**src/core/wkp_regs_pkg.sv**
```systemverilog
// package: offsets, indices, reset values and crc helpers of the wake pattern bank
package wkp_regs_pkg;

  // ***************************************************************
  // register map (byte addresses on the 16-bit host bus)
  // ***************************************************************
  localparam logic [7:0] OFF_PAT2_CRC_LOW      = 8'h50;
  localparam logic [7:0] OFF_PAT2_CRC_HIGH     = 8'h52;
  localparam logic [7:0] OFF_PAT2_MASK_B17_32  = 8'h56;
  localparam logic [7:0] OFF_PAT2_MASK_B33_48  = 8'h58;
  localparam logic [7:0] OFF_PAT2_MASK_B49_64  = 8'h5a;
  localparam logic [7:0] OFF_PAT3_CRC_LOW      = 8'h60;
  localparam logic [7:0] OFF_PAT3_CRC_HIGH     = 8'h62;
  localparam logic [7:0] OFF_PAT3_MASK_B1_16   = 8'h64;
  localparam logic [7:0] OFF_PAT3_MASK_B17_32  = 8'h66;
  localparam logic [7:0] OFF_PAT3_MASK_B33_48  = 8'h68;
  localparam logic [7:0] OFF_PAT3_MASK_B49_64  = 8'h6a;

  // ***************************************************************
  // storage slots
  // ***************************************************************
  localparam int         REG_NUM               = 11;
  localparam logic [3:0] IDX_PAT2_CRC_LOW      = 4'h0;
  localparam logic [3:0] IDX_PAT2_CRC_HIGH     = 4'h1;
  localparam logic [3:0] IDX_PAT2_MASK_B17_32  = 4'h2;
  localparam logic [3:0] IDX_PAT2_MASK_B33_48  = 4'h3;
  localparam logic [3:0] IDX_PAT2_MASK_B49_64  = 4'h4;
  localparam logic [3:0] IDX_PAT3_CRC_LOW      = 4'h5;
  localparam logic [3:0] IDX_PAT3_CRC_HIGH     = 4'h6;
  localparam logic [3:0] IDX_PAT3_MASK_B1_16   = 4'h7;
  localparam logic [3:0] IDX_PAT3_MASK_B17_32  = 4'h8;
  localparam logic [3:0] IDX_PAT3_MASK_B33_48  = 4'h9;
  localparam logic [3:0] IDX_PAT3_MASK_B49_64  = 4'ha;
  localparam logic [3:0] IDX_NONE              = 4'hf;

  localparam logic [15:0] REG_RESET            = 16'h0000;
  localparam logic [15:0] RDATA_UNMAPPED       = 16'h0000;

  // ***************************************************************
  // pattern window and crc
  // ***************************************************************
  localparam int          PAT_BYTES            = 64;
  localparam logic [31:0] CRC_INIT             = 32'hffffffff;
  localparam logic [31:0] CRC_XOROUT           = 32'hffffffff;
  localparam logic [31:0] CRC_POLY_REFL        = 32'hedb88320;

  // map a bus address to a storage slot, IDX_NONE when unmapped
  function automatic logic [3:0] addr_to_idx(input logic [7:0] addr);
    logic [7:0] a;
    a = {addr[7:1], 1'b0};
    unique case (a)
      OFF_PAT2_CRC_LOW:     addr_to_idx = IDX_PAT2_CRC_LOW;
      OFF_PAT2_CRC_HIGH:    addr_to_idx = IDX_PAT2_CRC_HIGH;
      OFF_PAT2_MASK_B17_32: addr_to_idx = IDX_PAT2_MASK_B17_32;
      OFF_PAT2_MASK_B33_48: addr_to_idx = IDX_PAT2_MASK_B33_48;
      OFF_PAT2_MASK_B49_64: addr_to_idx = IDX_PAT2_MASK_B49_64;
      OFF_PAT3_CRC_LOW:     addr_to_idx = IDX_PAT3_CRC_LOW;
      OFF_PAT3_CRC_HIGH:    addr_to_idx = IDX_PAT3_CRC_HIGH;
      OFF_PAT3_MASK_B1_16:  addr_to_idx = IDX_PAT3_MASK_B1_16;
      OFF_PAT3_MASK_B17_32: addr_to_idx = IDX_PAT3_MASK_B17_32;
      OFF_PAT3_MASK_B33_48: addr_to_idx = IDX_PAT3_MASK_B33_48;
      OFF_PAT3_MASK_B49_64: addr_to_idx = IDX_PAT3_MASK_B49_64;
      default:              addr_to_idx = IDX_NONE;
    endcase
  endfunction : addr_to_idx

  // merge write data into a word under byte enables
  function automatic logic [15:0] be_merge(input logic [15:0] old, input logic [15:0] wd,
                                           input logic [1:0] be);
    be_merge = {be[1] ? wd[15:8] : old[15:8], be[0] ? wd[7:0] : old[7:0]};
  endfunction : be_merge

  // one byte of the reflected ethernet crc, lsb of the byte first
  function automatic logic [31:0] crc_byte(input logic [31:0] crc, input logic [7:0] d);
    logic [31:0] c;
    c = crc;
    for (int i = 0; i < 8; i++) begin
      if (c[0] ^ d[i]) begin
        c = (c >> 1) ^ CRC_POLY_REFL;
      end else begin
        c = c >> 1;
      end
    end
    crc_byte = c;
  endfunction : crc_byte

endpackage : wkp_regs_pkg

```
**src/core/wkp_rx_if.sv**
```systemverilog
// interface: received byte stream shared by the pattern matchers
interface wkp_rx_if;
  logic       valid;
  logic       sof;
  logic       eof;
  logic [7:0] data;

  modport src (output valid, output sof, output eof, output data);
  modport snk (input valid, input sof, input eof, input data);
endinterface : wkp_rx_if

```
**src/core/wkp_regs.sv**
```systemverilog
// module: wake pattern 2 and 3 mask and crc registers with their matchers

// Summary of operation
// - first mask bit 0 picks pattern byte 1, bit 15 picks byte 16.
// - second mask bits 0..15 pick pattern bytes 17..32 in order.
// - third mask bits 0..15 pick pattern bytes 33..48 in order.
// - fourth mask bits 0..15 pick bytes 49..64; bytes past 64 never used.
// - check value is ethernet crc-32 over masked frame bytes only.
// - pattern 3 crc kept as low half then high half registers.
// - pattern 3 high crc half is host read/write and feeds the compare.
// - pattern 2 crc low and high halves are read/write, reset to zero.
module wkp_regs (
  input  wire logic        i_sys_clk,
  input  wire logic        i_nrst,
  input  wire logic [7:0]  i_reg_addr,
  input  wire logic        i_reg_wr,
  input  wire logic        i_reg_rd,
  input  wire logic [1:0]  i_reg_be,
  input  wire logic [15:0] i_reg_wdata,
  output logic      [15:0] o_reg_rdata,
  output logic             o_reg_rvalid,
  output logic             o_reg_hit,
  input  wire logic [15:0] i_pat2_mask_b1_16,
  input  wire logic        i_rx_valid,
  input  wire logic        i_rx_sof,
  input  wire logic        i_rx_eof,
  input  wire logic [7:0]  i_rx_data,
  output logic             o_pat2_match,
  output logic             o_pat3_match
);

  // ***************************************************************
  // reset release
  // ***************************************************************
  logic rst_meta_r;
  logic rst_n_r;

  // assert at once, release two edges later so no flop sees a runt
  always_ff @(posedge i_sys_clk or negedge i_nrst) begin
    if (!i_nrst) begin
      rst_meta_r <= 1'b0;
      rst_n_r    <= 1'b0;
    end else begin
      rst_meta_r <= 1'b1;
      rst_n_r    <= rst_meta_r;
    end
  end

  // ***************************************************************
  // register storage
  // ***************************************************************
  logic [15:0] regs_r [wkp_regs_pkg::REG_NUM];
  logic [3:0]  acc_idx;
  logic        acc_hit;

  // decode is shared by write and read, address bit 0 ignored so an odd byte address hits its even word
  always_comb begin
    acc_idx = wkp_regs_pkg::addr_to_idx(i_reg_addr);
    acc_hit = (acc_idx != wkp_regs_pkg::IDX_NONE);
  end

  // both crc halves of pattern 3 sit in their own slots
  // pattern 2 crc halves reset to zero and take host writes
  always_ff @(posedge i_sys_clk or negedge rst_n_r) begin
    if (!rst_n_r) begin
      for (int i = 0; i < wkp_regs_pkg::REG_NUM; i++) begin
        regs_r[i] <= wkp_regs_pkg::REG_RESET;
      end
    end else if (i_reg_wr && acc_hit) begin
      regs_r[acc_idx] <= wkp_regs_pkg::be_merge(regs_r[acc_idx], i_reg_wdata, i_reg_be);
    end
  end

  // ***************************************************************
  // host read path
  // ***************************************************************
  // read data is registered; a read beside a write returns the old word
  always_ff @(posedge i_sys_clk or negedge rst_n_r) begin
    if (!rst_n_r) begin
      o_reg_rdata  <= wkp_regs_pkg::RDATA_UNMAPPED;
      o_reg_rvalid <= 1'b0;
    end else begin
      o_reg_rvalid <= i_reg_rd;
      if (i_reg_rd) begin
        // high crc half reads back as written
        o_reg_rdata <= acc_hit ? regs_r[acc_idx] : wkp_regs_pkg::RDATA_UNMAPPED;
      end
    end
  end

  // decode flag only, host may use it to steer its own mux
  assign o_reg_hit = acc_hit && (i_reg_wr || i_reg_rd);

  // ***************************************************************
  // pattern windows and expected values
  // ***************************************************************
  logic [63:0] pat2_mask;
  logic [63:0] pat3_mask;
  logic [31:0] pat2_crc_exp;
  logic [31:0] pat3_crc_exp;

  // mask word 0 is bytes 1..16, bit 0 first
  // word 3 is bytes 49..64, top of the window
  always_comb begin
    pat2_mask = {regs_r[wkp_regs_pkg::IDX_PAT2_MASK_B49_64],
                 regs_r[wkp_regs_pkg::IDX_PAT2_MASK_B33_48],
                 regs_r[wkp_regs_pkg::IDX_PAT2_MASK_B17_32],
                 i_pat2_mask_b1_16};
    pat3_mask = {regs_r[wkp_regs_pkg::IDX_PAT3_MASK_B49_64],
                 regs_r[wkp_regs_pkg::IDX_PAT3_MASK_B33_48],
                 regs_r[wkp_regs_pkg::IDX_PAT3_MASK_B17_32],
                 regs_r[wkp_regs_pkg::IDX_PAT3_MASK_B1_16]};
  end

  // low address half is crc bits 15:0
  // high half supplies crc bits 31:16 of the compare
  always_comb begin
    pat2_crc_exp = {regs_r[wkp_regs_pkg::IDX_PAT2_CRC_HIGH],
                    regs_r[wkp_regs_pkg::IDX_PAT2_CRC_LOW]};
    pat3_crc_exp = {regs_r[wkp_regs_pkg::IDX_PAT3_CRC_HIGH],
                    regs_r[wkp_regs_pkg::IDX_PAT3_CRC_LOW]};
  end

  // ***************************************************************
  // matchers
  // ***************************************************************
  wkp_rx_if rx_bus ();

  // same-clock stream from the mac receive path, no synchroniser
  assign rx_bus.valid = i_rx_valid;
  assign rx_bus.sof   = i_rx_sof;
  assign rx_bus.eof   = i_rx_eof;
  assign rx_bus.data  = i_rx_data;

  // pattern 2 compare against its full 32-bit value
  wkp_matcher #(
    .NBYTES (wkp_regs_pkg::PAT_BYTES)
  ) u_pat2 (
    .i_sys_clk (i_sys_clk),
    .i_rst_n   (rst_n_r),
    .rx        (rx_bus.snk),
    .i_mask    (pat2_mask),
    .i_crc_exp (pat2_crc_exp),
    .o_match   (o_pat2_match)
  );

  // pattern 3 compare against its full 32-bit value
  wkp_matcher #(
    .NBYTES (wkp_regs_pkg::PAT_BYTES)
  ) u_pat3 (
    .i_sys_clk (i_sys_clk),
    .i_rst_n   (rst_n_r),
    .rx        (rx_bus.snk),
    .i_mask    (pat3_mask),
    .i_crc_exp (pat3_crc_exp),
    .o_match   (o_pat3_match)
  );

endmodule : wkp_regs

```
**src/core/wkp_matcher.sv**
```systemverilog
// module: crc over masked frame bytes and compare with the expected value
module wkp_matcher #(
  parameter int NBYTES = wkp_regs_pkg::PAT_BYTES
) (
  input  wire logic              i_sys_clk,
  input  wire logic              i_rst_n,
  wkp_rx_if.snk                  rx,
  input  wire logic [NBYTES-1:0] i_mask,
  input  wire logic [31:0]       i_crc_exp,
  output logic                   o_match
);

  typedef enum logic [1:0] {
    WKPM_IDLE = 2'b01,
    WKPM_RUN  = 2'b10
  } wkpm_state_t;

  wkpm_state_t state_r;
  logic [6:0]  cnt_r;
  logic [31:0] crc_r;
  logic        take;
  logic [6:0]  cnt_cur;
  logic [31:0] crc_cur;
  logic [31:0] crc_nxt;
  logic        sel;

  // ***************************************************************
  // byte selection and crc step
  // ***************************************************************
  // a sof byte restarts the window even inside a frame that lost its eof
  always_comb begin
    take    = rx.valid && (rx.sof || (state_r == WKPM_RUN));
    cnt_cur = rx.sof ? 7'h00 : cnt_r;
    crc_cur = rx.sof ? wkp_regs_pkg::CRC_INIT : crc_r;
    sel     = take && (cnt_cur < 7'(NBYTES)) && i_mask[cnt_cur[5:0]];
    crc_nxt = sel ? wkp_regs_pkg::crc_byte(crc_cur, rx.data) : crc_cur;
  end

  // frame tracking
  always_ff @(posedge i_sys_clk or negedge i_rst_n) begin
    if (!i_rst_n) begin
      state_r <= WKPM_IDLE;
    end else if (take) begin
      state_r <= rx.eof ? WKPM_IDLE : WKPM_RUN;
    end
  end

  // byte position, saturates past the window
  always_ff @(posedge i_sys_clk or negedge i_rst_n) begin
    if (!i_rst_n) begin
      cnt_r <= 7'h00;
      crc_r <= wkp_regs_pkg::CRC_INIT;
    end else if (take) begin
      cnt_r <= (cnt_cur < 7'(NBYTES)) ? cnt_cur + 7'h01 : cnt_cur;
      crc_r <= crc_nxt;
    end
  end

  // one-cycle match pulse after the eof byte; an empty mask never matches
  always_ff @(posedge i_sys_clk or negedge i_rst_n) begin
    if (!i_rst_n) begin
      o_match <= 1'b0;
    end else begin
      o_match <= take && rx.eof && (|i_mask)
                 && ((crc_nxt ^ wkp_regs_pkg::CRC_XOROUT) == i_crc_exp);
    end
  end

endmodule : wkp_matcher

```
**config.mk**
```make
export PLATFORM = sky130hd
export DESIGN_NAME = wkp_regs
export DESIGN_NICKNAME = d
export VERILOG_FILES = /design/src/core/wkp_regs_pkg.sv /design/src/core/wkp_rx_if.sv /design/src/core/wkp_regs.sv /design/src/core/wkp_matcher.sv
export SDC_FILE = /design/constraint.sdc
export NUM_CORES = 1
export LEC_CHECK = 0
export BUFFER_PORTS_ARGS = -buffer_cell sky130_fd_sc_hd__buf_4
export CAP_MARGIN = 20
export CORE_ASPECT_RATIO = 1.2
export CORE_MARGIN = 5
export CORE_UTILIZATION = 40
export DETAILED_ROUTE_END_ITERATION = 8
export PLACE_DENSITY_LB_ADDON = 0.12
export SYNTH_ARGS = -nofsm -noshare
export SYNTH_HDL_FRONTEND = slang
export SYNTH_HIERARCHICAL = 1
export SYNTH_SLANG_ARGS = --single-unit
```
**constraint.sdc**
```tcl
create_clock -name i_sys_clk -period 9.3 [get_ports i_sys_clk]
set_input_delay 0.465 -clock i_sys_clk [delete_from_list [all_inputs] [get_ports i_sys_clk]]
set_output_delay 0.465 -clock i_sys_clk [all_outputs]
set_load 0.01 [all_outputs]
```
# [Word level (Yosys, flattened, before mapping)]
# Index checks and enable logic that the tools add are counted.
[word_totals] word_cells=141 regBits=279 out_inout_bits=20
[classes] eq_ne=16 n_mux=39 order_cmp=6 bitwise_logic=35 reduce_logical=20 addsub=2
[ops] op="2-to-1 mux 32 bit" n=20
[ops] op="NOT 13 -> 14 bit" n=16
[ops] op="bitwise mux 176 bit" n=1
[ops] op="OR reduction 64 bit" n=2
[ops] op="== test 7 x 6 -> 1 bit (second input constant)" n=11
[ops] op="binary-select mux 16 bit (select 4 bit)" n=1
[ops] op="demux 16 bit (select 4 bit)" n=1
[ops] op="== test 32 bit" n=2
[ops] op="2-to-1 mux 16 bit" n=4
[ops] op="NOT 32 bit" n=2
[ops] op="case mux 4 bit (11 select lines)" n=1
[ops] op="2-to-1 mux 7 bit" n=4
[ops] op="2-to-1 mux 8 bit" n=2
[ops] op="bitwise XOR 1 bit" n=16
[ops] op="logical AND 1 bit" n=15
[ops] op="adder 7 x 1 -> 7 bit (second input constant)" n=2
[ops] op="less-than comparator 6 x 7 -> 1 bit (second input constant)" n=2
[ops] op="less-than comparator 7 bit (second input constant)" n=2
[ops] op="binary-select mux 1 bit (select 6 bit)" n=2
[ops] op=">= comparator 5 bit (second input constant)" n=1
[ops] op="less-than comparator 5 x 1 -> 1 bit (second input constant)" n=1
[ops] op="NOT 4 -> 5 bit" n=1
[ops] op="== test 2 bit (second input constant)" n=2
[ops] op="inequality test 4 bit (second input constant)" n=1
[ops] op="3 further kinds" n=6

# [Longest topological paths before layout]
# Gate-level depths: netlist of the first run.
[logic_depth] depth_word=21 ltp_mapped=18 ltp_nobuf=11

# [Modules after synthesis]
# Netlist of the first run, hierarchy kept.
[modules_own_cells] module="wkp_regs" cells_each=1157 area_per_inst_um2=10303.6 n_inst=1 seq_area_each_um2=4879.7
[modules_own_cells] module="wkp_matcher at u_pat3" cells_each=594 area_per_inst_um2=4837.1 n_inst=1 seq_area_each_um2=1092.3
[modules_own_cells] module="wkp_matcher at u_pat2" cells_each=581 area_per_inst_um2=4662.0 n_inst=1 seq_area_each_um2=1092.3

# [Worst setup path before layout of the first run]
# OpenSTA, ideal clock, no wires.
[synth_timing] kind="input to register" from="in i_rx_sof" to="reg u_pat2.o_match" path_slack_ns=5.897 arrival_time_ns=3.308 path_stages=13 setup_ns=0.096 path_cell_list="nand2b_1 -> buf_2 -> a2111oi_1 -> a211oi_1 -> a2bb2oi_1 -> a211o_1 -> nand2_1 -> buf_4 -> mux2i_1 -> nand3_1 -> a2111o_1 -> or4_1 -> nor4_2"
[synth_between] elab_chain_cells=19
[synth_rtl] item="from (decl)" line="wkp_regs.sv:25" source="input wire logic i_rx_sof,"
[synth_rtl] item="2-to-1 mux 32 bit" line="wkp_matcher.sv:34" source="crc_cur = rx.sof ? wkp_regs_pkg::CRC_INIT : crc_r;"
[synth_rtl] item="bitwise XOR 1 bit / NOT 13 -> 14 bit (equally long branches)"
[synth_rtl] item="2-to-1 mux 32 bit" line="wkp_regs_pkg.sv:78" source="if (c[0] ^ d[i]) begin"
[synth_rtl] item="2-to-1 mux 32 bit / NOT 13 -> 14 bit (equally long branches)"
[synth_rtl] item="NOT 13 -> 14 bit (no source line) / 2-to-1 mux 32 bit (equally long branches)"
[synth_rtl] item="2-to-1 mux 32 bit / NOT 13 -> 14 bit (equally long branches)"
[synth_rtl] item="NOT 13 -> 14 bit (no source line) / 2-to-1 mux 32 bit (equally long branches)"
[synth_rtl] item="2-to-1 mux 32 bit" line="wkp_regs_pkg.sv:78"
[synth_rtl] item="[3 not listed]"
[synth_rtl] item="NOT 13 -> 14 bit (no source line) / 2-to-1 mux 32 bit (equally long branches)"
[synth_rtl] item="2-to-1 mux 32 bit" line="wkp_regs_pkg.sv:78"
[synth_rtl] item="NOT 13 -> 14 bit (no source line)"
[synth_rtl] item="2-to-1 mux 32 bit" line="wkp_regs_pkg.sv:78"
[synth_rtl] item="2-to-1 mux 32 bit" line="wkp_matcher.sv:36" source="crc_nxt = sel ? wkp_regs_pkg::crc_byte(crc_cur, rx.data) : crc_cur;"
[synth_rtl] item="NOT 32 bit (no source line)"
[synth_rtl] item="== test 32 bit" line="wkp_matcher.sv:65" source="&& ((crc_nxt ^ wkp_regs_pkg::CRC_XOROUT) == i_crc_exp);"
[synth_rtl] item="logical AND 1 bit *" line="wkp_matcher.sv:65"
[synth_rtl] item="to (signal assigned)" line="wkp_matcher.sv:64" source="o_match <= take && rx.eof && (|i_mask)"
[synth_rtl] item="to (decl)" line="wkp_matcher.sv:10" source="output logic o_match"
# Every way passes the cells marked *; elsewhere a longest branch is shown, timed or not. The select of a mux whose other input is x is not followed.
# A chain may end at the register's enable or synchronous reset.

# [Final worst setup path of the first run]
[layout_timing] from="reg u_pat3.cnt_r[2]" to="reg u_pat3.o_match"
[layout_between] elab_chain_cells=8
[layout_rtl] item="from (decl)" line="wkp_matcher.sv:19" source="logic [6:0] cnt_r;"
[layout_rtl] item="from (signal assigned)" line="wkp_matcher.sv:54" source="cnt_r <= (cnt_cur < 7'(NBYTES)) ? cnt_cur + 7'h01 : cnt_cur;"
[layout_rtl] item="2-to-1 mux 7 bit *" line="wkp_matcher.sv:33" source="cnt_cur = rx.sof ? 7'h00 : cnt_r;"
[layout_rtl] item="binary-select mux 1 bit (select 6 bit) / less-than comparator 7 bit (equally long branches)" line="wkp_matcher.sv:35" source="sel = take && (cnt_cur < 7'(NBYTES)) && i_mask[cnt_cur[5:0]];"
[layout_rtl] item="2-to-1 mux 1 bit (implied by the code) / logical AND 1 bit (equally long branches)" line="wkp_matcher.sv:35"
[layout_rtl] item="logical AND 1 bit *" line="wkp_matcher.sv:35"
[layout_rtl] item="2-to-1 mux 32 bit *" line="wkp_matcher.sv:36"
[layout_rtl] item="NOT 32 bit (no source line) *"
[layout_rtl] item="== test 32 bit *" line="wkp_matcher.sv:65"
[layout_rtl] item="logical AND 1 bit *" line="wkp_matcher.sv:65"
[layout_rtl] item="to (signal assigned)" line="wkp_matcher.sv:64"
[layout_rtl] item="to (decl)" line="wkp_matcher.sv:10"
# Marked as above.

==> results_dict.tcl, run 1 <==
set metrics [dict create \
    crit_path_start "u_pat3/cnt_r[2]" \
    max_stage_delay_ns 0.84 \
    cap_viol_max_count 0 \
    drc 0 \
    nNetsFinal 2383 \
    worst_slack_ns 4.443 \
    power.leakage_nw 8.655 \
    cp-start-kind "register" \
    netlist_top_cells_count "nor2_1 (319), a21oi_1 (263), dfrtp_1 (213)" \
    postPlaceCellArea_um2 20740 \
    hold_violations 0 \
    dieArea_um2 54080 \
    yosys.area.top_type "dfrtp_1" \
    first_pass_iters 6 \
    async_reset_ff_share_pct 100.0 \
    finalWirelength_um 87930 \
    grt.total_usage_pct 31.79 \
    cts_tree "built" \
    layout-drive-gt1-share_pct 14.05 \
    ys_types 111 \
    cp_max_fo 20 \
    worst_slew_pin_slew_ns 1.184 \
    pre_cts_ws_ns 4.354 \
    antenna_found_initial 1 \
    fp.dieW_um 213.1 \
    finalMaxSlewViolations 0 \
    yosys_warnings 6 \
    synth-edff-count 0 \
    grt_first_pass_wirelength_um 128600 \
    power_frac_comb_pct 40.7 \
    hold_class "in -> reg" \
    fin_util_pct 44.79 \
    ir_drop_mv 0.1319 \
    viasPerCell 6.547 \
    area_delta_synth_final_pct 11.08 \
    cts_sinks 279 \
    h-tree-depth 2 \
    timing.hold.ws_ns 0.1861 \
    fin_skew_ns 0.01870 \
    p_per_area_nw_per_um2 264.8 \
    switching_share_pct 41.24 \
    drtIter0Drc 2246 \
    place_inst 2919 \
    critPathRequiredTime_ns 9.77 \
    cts_buffer_depth 3 \
    dpl.hpwl_um 62920 \
    start_util_pct 40.32 \
    syn-num-nets 2391 \
    p_sw_mw 2.401 \
    finalSetupTns_ns 0 \
    antenna_left 0 \
    vias 19550 \
    cp_cell_sequence "inv_2 -> a311o_1 -> a222oi_1 -> nor4_1 -> nor3_2 -> nor2_2 -> o31ai_1 -> xor2_1 -> a2111oi_0 -> and4_1 -> and4_1" \
    fp.dieH_um 253.7 \
    synth_top_family_by_area "compound AO/OA/AOI/OAI gates" \
    fin_crit_sh_pct 52.22 \
    wl_per_cell_um 29.45 \
    grt_pass1_vias 18380 \
    hp-start "i_reg_rd" \
    crit_path_end_kind "register" \
    fin_cells 2986 \
    postSynthCellCount 2332 \
    clock_power_share_pct 24.9 \
    syn-mean-instance-area_um2 8.492 \
    core-area_um2 49110 \
    grt_max_degree 162 \
    seq_area_frac_synth_pct 35.67 \
    rsz0062_at_grt "false" \
    rows 89 \
    ys_ff_latch 279 \
    cts-root-buf "clkbuf_16" \
    criticalPathCategory "reg -> reg" \
    synthTopCellsByArea "dfrtp_1 (27%), dfstp_2 (8.8%), a21oi_1 (6.6%)" \
    yosysMostFrequentCell "nor2_1" \
    synth_compound_area_share_pct 25.75 \
    slew-limit-headroom_pct 20.70 \
    synth_flop_cell "dfrtp_1" \
    synth_top_area_share_pct 26.92 \
    clock.fmax_ghz 0.2059 \
    status "finished clean" \
    path_clk_slew_ns 0.06 \
    synth_mux_area_share_pct 3.342 \
    critical_path.slowest_cell "dfrtp_1" \
    cpMostUsedCell "and4_1" \
    power.internal_mw 3.422 \
    clk_latency_ns 0.56 \
    stdcell_area_um2 22000 \
    synth-simple-area-share_pct 21.29 \
    regToRegStartpoint "u_pat3/cnt_r[2]" \
    power_frac_seq_pct 34.4 \
    syn_area_um2 19800 \
    gr-total-overflow 0 \
    finalSetupViolations 0 \
    worstPathArrival_ns 5.32 \
    finalWeightedCongestion 0.9758 \
    n_antenna_cell 0 \
    cts-buffers-inserted 35 \
    min_period_ns 4.857 \
    total_power_mw 5.823 \
    io_pins 77 \
    io_buffers 75 \
    synth-adder-area-share_pct 0.1264 \
    cts_resized 0 \
    synth-xor-area-share_pct 8.953 \
]
## layout make-up
| cell class | instances | area [um^2] |
|---|---|---|
| Tap cell | 637 | 797.0 |
| Sequential cell | 279 | 7068 |
| Clock inverter | 11 | 166.4 |
| Inverter | 32 | 120.1 |
| Clock buffer | 51 | 1018 |
| Fill cell | 4863 | 27110 |
| Multi-Input combinational cell | 1854 | 11860 |
| Timing Repair Buffer | 122 | 963.4 |
## cell usage in the layout, fill, tap and decap left out, drive strengths merged, types with 10 or more instances in the layout
| master | Yosys | routed |
|---|---|---|
| o21ai | 135 | 135 |
| a22oi | 21 | 21 |
| nor3b | 17 | 17 |
| a211oi | 39 | 39 |
| a221o | 26 | 26 |
| dfstp | 66 | 66 |
| clkbuf | 91 | 52 |
| o211ai | 14 | 14 |
| mux2 | 10 | 10 |
| nand2 | 143 | 143 |
| nand3 | 58 | 58 |
| dfrtp | 213 | 213 |
| o21a | 19 | 19 |
| xnor2 | 136 | 136 |
| and2 | 17 | 17 |
| xor2 | 51 | 51 |
| nor2b | 40 | 40 |
| nor3 | 66 | 66 |
| o31ai | 16 | 16 |
| a22o | 12 | 12 |
| or3 | 17 | 17 |
| a2111oi | 11 | 11 |
| nor2 | 322 | 322 |
| nor4 | 50 | 50 |
| o22ai | 23 | 23 |
| nand2b | 30 | 30 |
| buf | 76 | 120 |
| inv | 29 | 30 |
| nand4 | 23 | 23 |
| a221oi | 70 | 70 |
| a31oi | 10 | 10 |
| a21oi | 266 | 266 |
| mux2i | 50 | 50 |
## final timing paths
check / to / slack, ns / cells past startpoint
setup / recovery: u_pat3/o_match / 4.44 / 11
hold / removal: o_reg_rvalid / 0.19 / 1
setup reg to reg: u_pat3/o_match / 4.44 / 11
hold reg to reg: pat2_mask[16] / 0.34 / 0
max in group asynchronous: u_pat3/crc_r[24] / 7.00 / 3
min in group asynchronous: rst_n_r / 0.23 / 2
## flip-flops by register name, summed over array words and instances (netlist names)
register,count
o_reg_rdata,16
o_reg_rvalid,1
u_pat2/state_r,2
pat2_crc_exp,32
pat2_mask,48
u_pat3/cnt_r,7
u_pat3/state_r,2
rst_n_r,1
u_pat2/cnt_r,7
u_pat3/crc_r,32
pat3_crc_exp,32
u_pat3/o_match,1
pat3_mask,64
u_pat2/crc_r,32
rst_meta_r,1
u_pat2/o_match,1
## timing repair
action                                 4_1_cts  5_1_grt
setup buffers                                0        0
endpoints found under the hold margin        2        0
hold buffers                                 1        0
## worst max-delay path: cells and delay by family (launching register included)
family,cells,cell delay (ns)
buffers and inverters,1,0.24
flip-flops,1,0.84
AND/OR/NAND/NOR,5,1.78
AO/OA/AOI/OAI,4,1.79
XOR/XNOR,1,0.12
## cell families after synthesis
group / after synthesis
compound gates: 758
mux: 62
buf+inv: 199
fa+ha+maj: 2
flops: 279
xor+xnor: 190
simple gates: 841
other cells: 1
## power by group through the flow
stage	Sequential [mW]	Combinational [mW]	Clock (mW)
after global routing	2.02	2.57	1.51
final	2.00	2.37	1.45
after CTS	1.99	2.34	1.47
after floorplan	1.77	1.85	0
after detailed placement	2.01	2.32	0
after global placement	2.00	2.31	0
## layer usage
metal | part of all wire [%] | up-vias | track usage [%]
met2 | 45 | 1026 | 49.82
met5 | 0 | - | 0
met3 | 7.9 | 226 | 6.100
li1 | - | 8588 | -
met4 | 5.5 | 0 | 14.08
met1 | 41 | 9709 | 42.82
(Power assumes the default switching activity.)
==> run 2: changes to the inputs <==
ABC_AREA = 1   (was default)
clock period = 5 ns   (was 9.3 ns; I/O delays follow)
==> run 2 against run 1 <==
Net effect:
- count of clock-buffer cells in the layout decreased by 11
- critical path type is now in -> reg
- setup slack worse by 3.1 ns
- clock skew hardly changed
- cell count is 24% higher
- power increased by 36%
- global-route usage is 3.3 points lower
- sequential share of layout area barely moved
==> results_dict.tcl, run 2 <==
set metrics [dict create \
    grt_pass1_vias 19270 \
    cts-root-buf "clkbuf_16" \
    core-area_um2 49220 \
    io_pins 77 \
    fin_skew_ns 0.01913 \
    largest_reg_flops 64 \
    p_per_area_nw_per_um2 361.1 \
    drc 0 \
    seq_area_frac_synth_pct 35.51 \
    cts_sinks 279 \
    grt.total_usage_pct 28.44 \
    place_inst 3645 \
    path_clk_slew_ns 0.06 \
    critPathRequiredTime_ns 5.47 \
    power.leakage_nw 11.33 \
    crit_path_end_kind "register" \
    fp.dieH_um 254.3 \
    viasPerCell 5.595 \
    yosys.area.top_type "dfrtp_1" \
    area_delta_synth_final_pct 10.64 \
    grt_first_pass_wirelength_um 119000 \
    cts-buffers-inserted 34 \
    clock.fmax_ghz 0.2727 \
    finalMaxSlewViolations 0 \
    gr-total-overflow 0 \
    dieArea_um2 54310 \
    fin_cells 3710 \
    finalWeightedCongestion 0.9374 \
    first_pass_iters 8 \
    synth-edff-count 0 \
    grt_max_degree 145 \
    finalSetupTns_ns 0 \
    fin_crit_sh_pct 73.34 \
    finalWirelength_um 78370 \
    antenna_left 0 \
    finalSetupViolations 0 \
    async_reset_ff_share_pct 100.0 \
    layout_commonest_cell "nand2_1" \
    holdBufCountCts 3 \
    h-tree-depth 2 \
    wl_per_cell_um 21.12 \
    cp_max_fo 28 \
    synth_top_area_share_pct 26.80 \
    rsz0062_at_grt "false" \
    rows 89 \
    start_util_pct 40.41 \
    status "finished clean" \
    layout-drive-gt1-share_pct 11.20 \
    dpl.hpwl_um 55460 \
    slew-limit-headroom_pct 32.18 \
    hold_class "in -> reg" \
    syn-num-nets 3107 \
    postSynthCellCount 3048 \
    yosysMostFrequentCell "nand2_1" \
    fillers 5295 \
    synth_flop_cell "dfrtp_1" \
    vias 20760 \
    hold_violations 0 \
    antenna_found_initial 0 \
    synthTopCellsByArea "dfrtp_1 (27%), nand2_1 (25%), nand3_1 (13%)" \
    syn_area_um2 19890 \
    min_period_ns 3.667 \
    cap_viol_max_count 0 \
    syn-mean-instance-area_um2 6.526 \
    cts_resized 0 \
    final_cell_mix "nand2_1 (1307), nand3_1 (518), dfrtp_1 (212), inv_1 (162), nor2_1 (132)" \
    postCtsSetupBuffers 0 \
    worst_slew_pin_slew_ns 1.014 \
    nNetsFinal 3106 \
    cts_tree "built" \
    yosys_warnings 6 \
    clk_latency_ns 0.55 \
    cts_buffer_depth 3 \
    io_buffers 75 \
    fp.dieW_um 213.6 \
    cp-start-kind "input port" \
    drtIter0Drc 2269 \
    criticalPathCategory "in -> reg" \
    ys_types 40 \
    netlist_top_cells_count "nand2_1 (1307), nand3_1 (518), dfrtp_1 (213)" \
    ys_ff_latch 279 \
    worstPathArrival_ns 4.14 \
    ir_drop_mv 0.2508 \
]
==> run 2: where the power goes <==
group	switching [mW]	leakage (nW)	internal, mW	total, mW
registers	0.142	3.64	2.58	2.72
logic	1.75	7.11	0.791	2.54
clock network	1.06	0.580	1.63	2.69
==> run 2: cell type report <==
cell class	instances	area, um^2	area share (%)
diodes	1	2.502	0.01137
clock buffers	40	914.6	4.156
clock inverters	21	272.8	1.239
inverters	184	690.7	3.138
multi-input cells	2424	11300	51.34
flip-flops and latches	279	7068	32.12
well taps	637	797.0	3.622
repair buffers	124	963.4	4.378
==> run 2: cells by family (layout without fill, tap and decap cells) <==
group / after synthesis / after routing / share of synthesized area, %
AND/OR/NAND/NOR: 2197 / 2197 / 48.39
buffers and inverters: 345 / 369 / 7.705
flip-flops: 279 / 279 / 35.51
XOR/XNOR: 115 / 115 / 5.328
AO/OA/AOI/OAI: 108 / 108 / 2.868
adder cells (fa/ha/maj): 2 / 2 / 0.1258
other: 1 / 2 / 0.01885
multiplexers: 1 / 1 / 0.05032
==> run 2: path summary, 6_finish.rpt <==
path                            startpoint  slack (ns)                end  cells past startpoint
setup / recovery                  i_rx_sof        1.33     u_pat2/o_match                     17
max in group asynchronous          rst_n_r        3.30    u_pat3/cnt_r[3]                      1
hold / removal                    i_rx_eof        0.08  u_pat3/state_r[0]                      3
hold reg to reg                 rst_meta_r        0.35            rst_n_r                      0
setup reg to reg           u_pat2/cnt_r[0]        1.35     u_pat2/o_match                     18
min in group asynchronous          rst_n_r        0.38      pat2_mask[27]                      0
==> run 2: stage by stage <==
stage               hold slack [ns]  power (mW)  utilization, %  setup slack (ns)  area [um^2]
floorplan                  -0.04559       4.570               -            0.4905        19890
global placement            0.03311       5.233           42.23            0.9388        20790
detailed placement          0.03331       5.252           42.23            0.8761        20790
CTS                         0.07596       7.973           44.71             1.446        22000
global route                0.08999       8.392           44.71             1.039        22000
finish                      0.08075       7.946           44.71             1.333        22010
==> run 2: layer usage <==
metal	share of wire (%)	track usage [%]	vias to the layer above
met4	4.7	12.21	0
li1	-	-	9888
met5	0	0	-
met1	43	39.83	9824
met2	45	43.76	870
met3	7.1	4.552	175
==> run 2: critical path: stages <==
cell     delay [ns]
buf_4          0.20
inv_2          0.46
nand2_1        0.55
nand3_1        0.24
nand3_1        0.10
nand3_1        0.11
nand3_1        0.15
nand3_2        0.36
nand3_2        0.60
buf_4          0.37
nand2_1        0.06
nand2_1        0.08
xnor2_1        0.19
nand2_1        0.08
nor2_1         0.10
nand3_1        0.07
nor2_1         0.11
